--- src/hdl/ddsc_pkg.sv ---
// constants and carrier types for the dual converter command decoder
`default_nettype none
package ddsc_pkg;
	localparam int WORD_BITS   = 16;
	localparam int DATA_BITS   = 12;
	localparam int SEL_UP_POS  = 15;
	localparam int SPEED_POS   = 14;
	localparam int POWER_POS   = 13;
	localparam int SEL_LO_POS  = 12;
	localparam int VREF_HI_POS = 1;
	localparam int VREF_LO_POS = 0;
	localparam int FIFO_DEPTH  = 8;
	localparam logic [11:0] CODE_RESET = 12'h000;
	localparam logic [1:0]  VREF_RESET = 2'h0;
	localparam logic [4:0]  BITS_FULL  = 5'h10;

	typedef enum logic [1:0] {
		DDSC_VREF_EXT,
		DDSC_VREF_1V024,
		DDSC_VREF_2V048
	} ddsc_vref_t;

	// one captured frame on its way to the decoder
	typedef struct packed {
		logic        select_upper;
		logic        settle_speed;
		logic        power_down_bit;
		logic        select_lower;
		logic [11:0] data;
	} ddsc_word_t;

	typedef struct packed {
		logic [11:0] first_channel_code;
		logic [11:0] second_channel_code;
		logic [11:0] holding_buffer;
		logic [1:0]  reference_control;
		logic        settle_speed;
		logic        power_down;
	} ddsc_latch_t;

	// two-bit reference field to reference source
	function automatic ddsc_vref_t ddsc_vref_decode(input logic [1:0] f);
		case (f)
			2'h1:    ddsc_vref_decode = DDSC_VREF_1V024;
			2'h2:    ddsc_vref_decode = DDSC_VREF_2V048;
			default: ddsc_vref_decode = DDSC_VREF_EXT;
		endcase
	endfunction
endpackage
`default_nettype wire

--- src/hdl/ddsc_fifo.sv ---
// small flip-flop FIFO between the frame capture and the decoder
`timescale 1ns/1ps
`default_nettype none
module ddsc_fifo #(
	parameter int WIDTH = 16,
	parameter int DEPTH = 8
) (
	input  wire logic             clk,
	input  wire logic             rst,
	input  wire logic [WIDTH-1:0] in_data,
	input  wire logic             in_valid,
	output var  logic             in_ready,
	output var  logic [WIDTH-1:0] out_data,
	output var  logic             out_valid,
	input  wire logic             out_ready
);
	localparam int AW = $clog2(DEPTH);
	typedef struct packed {
		logic [DEPTH-1:0][WIDTH-1:0] mem;
		logic [AW-1:0]               wp;
		logic [AW-1:0]               rp;
		logic [AW:0]                 cnt;
	} ddsc_fifo_st_t;
	ddsc_fifo_st_t st;
	ddsc_fifo_st_t next_st;
	logic push;
	logic pop;

	always_comb begin
		next_st = st;
		push = in_valid && (st.cnt != (AW+1)'(DEPTH));
		pop = out_ready && (st.cnt != '0);
		if (push) begin
			next_st.mem[st.wp] = in_data;
			next_st.wp = (st.wp == AW'(DEPTH-1)) ? '0 : st.wp + AW'(1);
		end
		if (pop)
			next_st.rp = (st.rp == AW'(DEPTH-1)) ? '0 : st.rp + AW'(1);
		if (push && !pop)
			next_st.cnt = st.cnt + (AW+1)'(1);
		else if (pop && !push)
			next_st.cnt = st.cnt - (AW+1)'(1);
	end

	always_ff @(posedge clk) begin
		if (rst)
			st <= '0;
		else
			st <= next_st;
	end

	assign in_ready = st.cnt != (AW+1)'(DEPTH);
	assign out_valid = st.cnt != '0;
	assign out_data = st.mem[st.rp];
endmodule
`default_nettype wire

--- src/hdl/ddsc_top.sv ---
// serial command decoder for a dual 12-bit voltage-output converter
// Overview of operation
// - after select falls, bits enter MSB first on each falling serial clock
// - sixteen bits or early select rise move the word to its target
// - bit 15 and 12 select target, 14 speed, 13 power, then data
// - power-on reset clears every latch to zero
// - selects 00 load second channel and holding buffer
// - selects 01 load holding buffer only, channel outputs unchanged
// - selects 10 load first channel, copy buffer into second channel
// - selects 11 send the word to the control latch
// - channel and buffer writes take all twelve data bits unsigned
// - control writes use only data bits 1 and 0
// - reference 00/11 external, 01 internal 1.024 V, 10 internal 2.048 V
// - first channel changes two clocks after the final bit's capture, through the fifo
// - combined update changes both channels together
// - control latch holds across later channel and buffer writes
// - any word with bit 13 set enters power-down
// - every word carries speed, control words included
`timescale 1ns/1ps
`default_nettype none
module ddsc_top
	import ddsc_pkg::*;
(
	input  wire logic        clk,
	input  wire logic        rst,
	input  wire logic        sclk,
	input  wire logic        cs_n,
	input  wire logic        din,
	output var  logic [11:0] first_channel_code,
	output var  logic [11:0] second_channel_code,
	output var  logic [1:0]  vref_source,
	output var  logic        settle_speed,
	output var  logic        power_down,
	output var  logic        overrun
);
	typedef struct packed {
		logic [1:0]   sclk_sync;
		logic [1:0]   cs_sync;
		logic [1:0]   din_sync;
		logic         sclk_prev;
		logic         cs_prev;
		logic [15:0]  shift;
		logic [4:0]   nbits;
		logic         done;
		logic [15:0]  word;
		logic         word_valid;
		ddsc_latch_t  lat;
		logic [1:0]   vref_out;
		logic         overrun;
	} ddsc_st_t;

	ddsc_st_t    st;
	ddsc_st_t    next_st;
	ddsc_word_t  fifo_word;
	logic        fifo_in_ready;
	logic        fifo_out_valid;
	logic [15:0] fifo_out_data;
	logic        sclk_fall;
	logic        cs_rise;
	logic        cs_low;

	ddsc_fifo #(
		.WIDTH(WORD_BITS),
		.DEPTH(FIFO_DEPTH)
	) u_fifo (
		.clk      (clk),
		.rst      (rst),
		.in_data  (st.word),
		.in_valid (st.word_valid),
		.in_ready (fifo_in_ready),
		.out_data (fifo_out_data),
		.out_valid(fifo_out_valid),
		.out_ready(1'b1)
	);

	assign fifo_word = ddsc_word_t'(fifo_out_data);

	always_comb begin
		next_st = st;
		// two stages on every pin before any logic reads it
		next_st.sclk_sync = {st.sclk_sync[0], sclk};
		next_st.cs_sync = {st.cs_sync[0], cs_n};
		next_st.din_sync = {st.din_sync[0], din};
		next_st.sclk_prev = st.sclk_sync[1];
		next_st.cs_prev = st.cs_sync[1];
		sclk_fall = st.sclk_prev && !st.sclk_sync[1];
		cs_rise = !st.cs_prev && st.cs_sync[1];
		cs_low = !st.cs_sync[1];
		next_st.word_valid = 1'b0;

		if (cs_low && sclk_fall && !st.done) begin
			next_st.shift = {st.shift[14:0], st.din_sync[1]};
			next_st.nbits = st.nbits + 5'h01;
			if (st.nbits == BITS_FULL - 5'h01) begin
				next_st.word = {st.shift[14:0], st.din_sync[1]};
				next_st.word_valid = 1'b1;
				next_st.done = 1'b1;
			end
		end
		// early rise of select moves what was shifted
		if (cs_rise) begin
			if (!st.done && st.nbits != 5'h00) begin
				next_st.word = st.shift;
				next_st.word_valid = 1'b1;
			end
			next_st.nbits = 5'h00;
			next_st.done = 1'b0;
			next_st.shift = 16'h0000;
		end
		// fifo never fills with an always-ready drain; flag it if it did
		if (next_st.word_valid && !fifo_in_ready)
			next_st.overrun = 1'b1;

		if (fifo_out_valid) begin
			next_st.lat.settle_speed = fifo_word.settle_speed;
			next_st.lat.power_down = fifo_word.power_down_bit;
			// target from bits 15 and 12
			case ({fifo_word.select_upper, fifo_word.select_lower})
				2'b00: begin
					next_st.lat.second_channel_code = fifo_word.data;
					next_st.lat.holding_buffer = fifo_word.data;
				end
				2'b01: begin
					next_st.lat.holding_buffer = fifo_word.data;
				end
				2'b10: begin
					next_st.lat.first_channel_code = fifo_word.data;
					next_st.lat.second_channel_code = st.lat.holding_buffer;
				end
				// only bits 1 and 0 kept
				2'b11: begin
					next_st.lat.reference_control =
						fifo_word.data[VREF_HI_POS:VREF_LO_POS];
				end
				default: begin
				end
			endcase
		end
		next_st.vref_out = 2'(ddsc_vref_decode(next_st.lat.reference_control));
	end

	always_ff @(posedge clk) begin
		if (rst) begin
			st <= '0;
			st.sclk_sync <= 2'h0;
			st.cs_sync <= 2'h3;
			st.cs_prev <= 1'b1;
			st.lat.first_channel_code <= CODE_RESET;
			st.lat.second_channel_code <= CODE_RESET;
			st.lat.holding_buffer <= CODE_RESET;
			st.lat.reference_control <= VREF_RESET;
		end else begin
			st <= next_st;
		end
	end

	assign first_channel_code = st.lat.first_channel_code;
	assign second_channel_code = st.lat.second_channel_code;
	assign vref_source = st.vref_out;
	assign settle_speed = st.lat.settle_speed;
	assign power_down = st.lat.power_down;
	assign overrun = st.overrun;
endmodule
`default_nettype wire

--- config.mk ---
export PLATFORM = sky130hd
export DESIGN_NAME = ddsc_top
export DESIGN_NICKNAME = d
export VERILOG_FILES = /design/src/hdl/ddsc_pkg.sv /design/src/hdl/ddsc_fifo.sv /design/src/hdl/ddsc_top.sv
export SDC_FILE = /design/constraint.sdc
export NUM_CORES = 1
export LEC_CHECK = 0
export ABC_AREA = 1
export ABC_CLOCK_PERIOD_IN_PS = 3200
export BUFFER_PORTS_ARGS = -buffer_cell sky130_fd_sc_hd__buf_2
export CORE_MARGIN = 2
export CORE_UTILIZATION = 26
export DETAILED_ROUTE_END_ITERATION = 8
export REMOVE_ABC_BUFFERS = 1
export SLEW_MARGIN = 20
export SYNTH_ARGS = -nofsm -noshare
export SYNTH_HDL_FRONTEND = slang
export SYNTH_SLANG_ARGS = --single-unit
--- constraint.sdc ---
create_clock -name clk -period 3.2 [get_ports clk]
set_clock_uncertainty 0.2 [all_clocks]
set_input_delay 0.32 -clock clk [delete_from_list [all_inputs] [get_ports clk]]
set_output_delay 0.32 -clock clk [all_outputs]
set_load 0.1 [all_outputs]
==> impl_metrics.env <==
export IMPL_crit_buf_inv=2
export IMPL_start_util_pct=26.3
export IMPL_total_power_w=0.00968
export IMPL_start_kind="register"
export IMPL_synth_top_area_cell="dfxtp_1"
export IMPL_power_density_nw_per_um2=862
export IMPL_portBuffers=33
export IMPL_rows=72
export IMPL_grt_overflow=0
export IMPL_final_antenna_net_count=0
export IMPL_drc=0
export IMPL_coreArea_um2=38600
export IMPL_cp_arrival_ns=2.80
export IMPL_slew_violations=0
export IMPL_synth_top_area_share_pct=45.0
export IMPL_cts_made_buffers=23
export IMPL_syn_inst=1379
export IMPL_syn_area_um2=10100
export IMPL_synthTopCellsByCount="dfxtp_1, inv_1, a21oi_1"
export IMPL_fin_setup_tns_ns=0
export IMPL_seq_area_frac_synth_pct=45.0
export IMPL_worst_pin_slew_ns=0.921
export IMPL_grt_pass1_wl_mm=39.2
export IMPL_ioPinCount=34
export IMPL_synth_edf_count=0
export IMPL_finalHoldViolations=0
export IMPL_final_core_util_pct=29.2
export IMPL_viasPerCell=4.42
export IMPL_crit_fanout=27
export IMPL_clockRootBuffer="clkbuf_16"
export IMPL_die_area_um2=40600
export IMPL_place_ws_ns=0.680
export IMPL_cts_path_max_buffers=3
export IMPL_die_h_um=202
export IMPL_max_freq_mhz=390
export IMPL_final_instance_count_excl_fill=1879
export IMPL_yosysMostFrequentCell="dfxtp_1"
export IMPL_synth_cell_type_count=33
export IMPL_setup_viol=0
export IMPL_final_nets=1365
export IMPL_ys_seq_elements=228
export IMPL_period_needed_ns=2.56
export IMPL_slew_headroom_pct=38.5
export IMPL_maxCapViolCount=0
export IMPL_clk_latency_ns=0.52
export IMPL_path_cells="buf_4 > nand2_1 > nand3_1 > nand3_1 > nand2_2 > nor2_1 > nand3_1 > nand2_1 > inv_1 > ha_1 > nor3b_1"
export IMPL_asyncSetResetFlopFracSynth_pct=0
export IMPL_ir_drop_v=0.000378
export IMPL_routed_wl_mm=24.0
export IMPL_slowest_delay_ns=0.43
export IMPL_synth_area_top_cells="dfxtp_1, a21oi_1, o21ai_0"
export IMPL_htreeDepth=1
export IMPL_hold_path_class="reg2reg"
export IMPL_path_common_cell="nand3_1"
export IMPL_regArea_um2=4570
export IMPL_die_width_um=202
export IMPL_hpwl_mm=14.6
export IMPL_grt_max_degree=175
export IMPL_required_ns=3.43
export IMPL_dr_pass1_iters=5
export IMPL_worst_setup_path_type="reg2reg"
export IMPL_drt_initial_drc_count=493
export IMPL_drive_gt1_share_pct=8.38
export IMPL_ys_warn_count=0
export IMPL_wl_per_cell_um=12.8
export IMPL_post_place_cells=1837
export IMPL_avgSynthCellArea_um2=7.36
export IMPL_post_cts_buffers=0
export IMPL_antenna_found_initial=0
export IMPL_cts_reportedPaths_clkPinSlew_ns=0.06
export IMPL_cp_end_kind="register"
export IMPL_antenna_diode_count=0
export IMPL_worst_slack_ns=0.637
export IMPL_vias=8306
export IMPL_rsz0062_at_grt="no"
export IMPL_cts_tree="built"
export IMPL_syn_to_final_growth_pct=10.8
export IMPL_grt_usage_pct=11.7
export IMPL_total_leakage_power_nw=4.40
export IMPL_period_share_pct=80.1
export IMPL_fill_cells=4258
export IMPL_ys_flop_type="dfxtp_1"
export IMPL_cpLargestDelayFamily="simple AND/OR/NAND/NOR gates"
export IMPL_gp_congestion=0.814
export IMPL_multi_input_area_um2=4090
export IMPL_grt_pass1_vias=7462
export IMPL_critPathSlowestCell="dfxtp_4"
export IMPL_status="completed"
export IMPL_cts_sinks=228
==> where the power goes <==
group | leakage (nW) | total (W) | internal, W | switching, W
logic | 2.22 | 0.00386 | 0.000920 | 0.00294
registers | 1.85 | 0.00324 | 0.00308 | 0.000161
clock network | 0.337 | 0.00258 | 0.00147 | 0.00111
==> final cells by class <==
| type | instances | share of cell area (%) |
|---|---|---|
| timing repair buffer | 58 | 3.34 |
| clock buffer | 31 | 5.66 |
| clock inverter | 7 | 0.635 |
| sequential | 228 | 40.6 |
| tap | 518 | 5.77 |
| multi-input combinational | 810 | 36.4 |
| inverter | 227 | 7.60 |
==> layout by cell type (no fill, tap or decap), drive strengths merged <==
master and count:
dfxtp 228, inv 227, nand2 203, a21oi 200
o21ai 192, nand3 68, nor2 61, buf 54
o211ai 48, clkbuf 31, ha 12, nand4 5
o22ai 4, xor2 4, dlygate4sd3 4, or2 3
nor3b 3, clkinvlp 3, clkinv 3, a211oi 2
mux2i 2, nor3 2, o211a 1, bufinv 1
==> cells by family after synthesis <==
group / count (synthesis) / share of synthesized area, %
AO/OA/AOI/OAI: 447 / 23.4
XOR/XNOR: 4 / 0.345
adder cells (fa/ha/maj): 12 / 1.48
buffers and inverters: 341 / 14.7
flip-flops: 228 / 45.0
multiplexers: 2 / 0.197
AND/OR/NAND/NOR: 345 / 14.9
==> layer usage <==
metal  vias up  GRT usage, %  wire length [µm]
li1       4391             -                 -
met1      3744          16.8             12200
met2       135          18.1             10200
met3        36          2.28              1130
met4         0          2.49               503
met5         -             0                 0
==> state kept, by name, summed over array words and instances (netlist names) <==
| register | cells |
|---|---|
| vref_source | 2 |
| u_fifo.st | 138 |
| settle_speed | 1 |
| power_down | 1 |
| next_st | 5 |
| st | 56 |
| first_channel_code | 12 |
| overrun | 1 |
| second_channel_code | 12 |
==> path summary, 6_finish.rpt <==
path	from	endpoint	slack, ns	cells after the start
max	u_fifo.st[4]$_SDFFE_PP0P_	vref_source[0]$_SDFF_PP0_	0.64	11
min	next_st[89]$_SDFF_PP0_	next_st[83]$_SDFF_PP0_	0.20	2
max reg2reg	u_fifo.st[4]$_SDFFE_PP0P_	vref_source[0]$_SDFF_PP0_	0.64	11
min reg2reg	next_st[89]$_SDFF_PP0_	next_st[83]$_SDFF_PP0_	0.20	2
==> what timing repair did <==
item,CTS,global route
gates resized for setup,0,0
hold buffers,4,0
endpoints found under the hold margin,7,0
==> worst reg2reg max path, stage by stage (launching register included) <==
cell     delay (ns)
dfxtp_4        0.43
buf_4          0.23
nand2_1        0.09
nand3_1        0.09
nand3_1        0.11
nand2_2        0.22
nor2_1         0.33
nand3_1        0.11
nand2_1        0.13
inv_1          0.05
ha_1           0.29
nor3b_1        0.19
==> through the flow <==
stage	cell area, µm²	hold slack [ns]
6_report	11200	0.203
3_3_place_gp	10500	0.192
3_5_place_dp	10500	0.193
5_1_grt	11200	0.224
4_1_cts	11200	0.206
2_1_floorplan	9500	0.188
(Power assumes the default switching activity.)
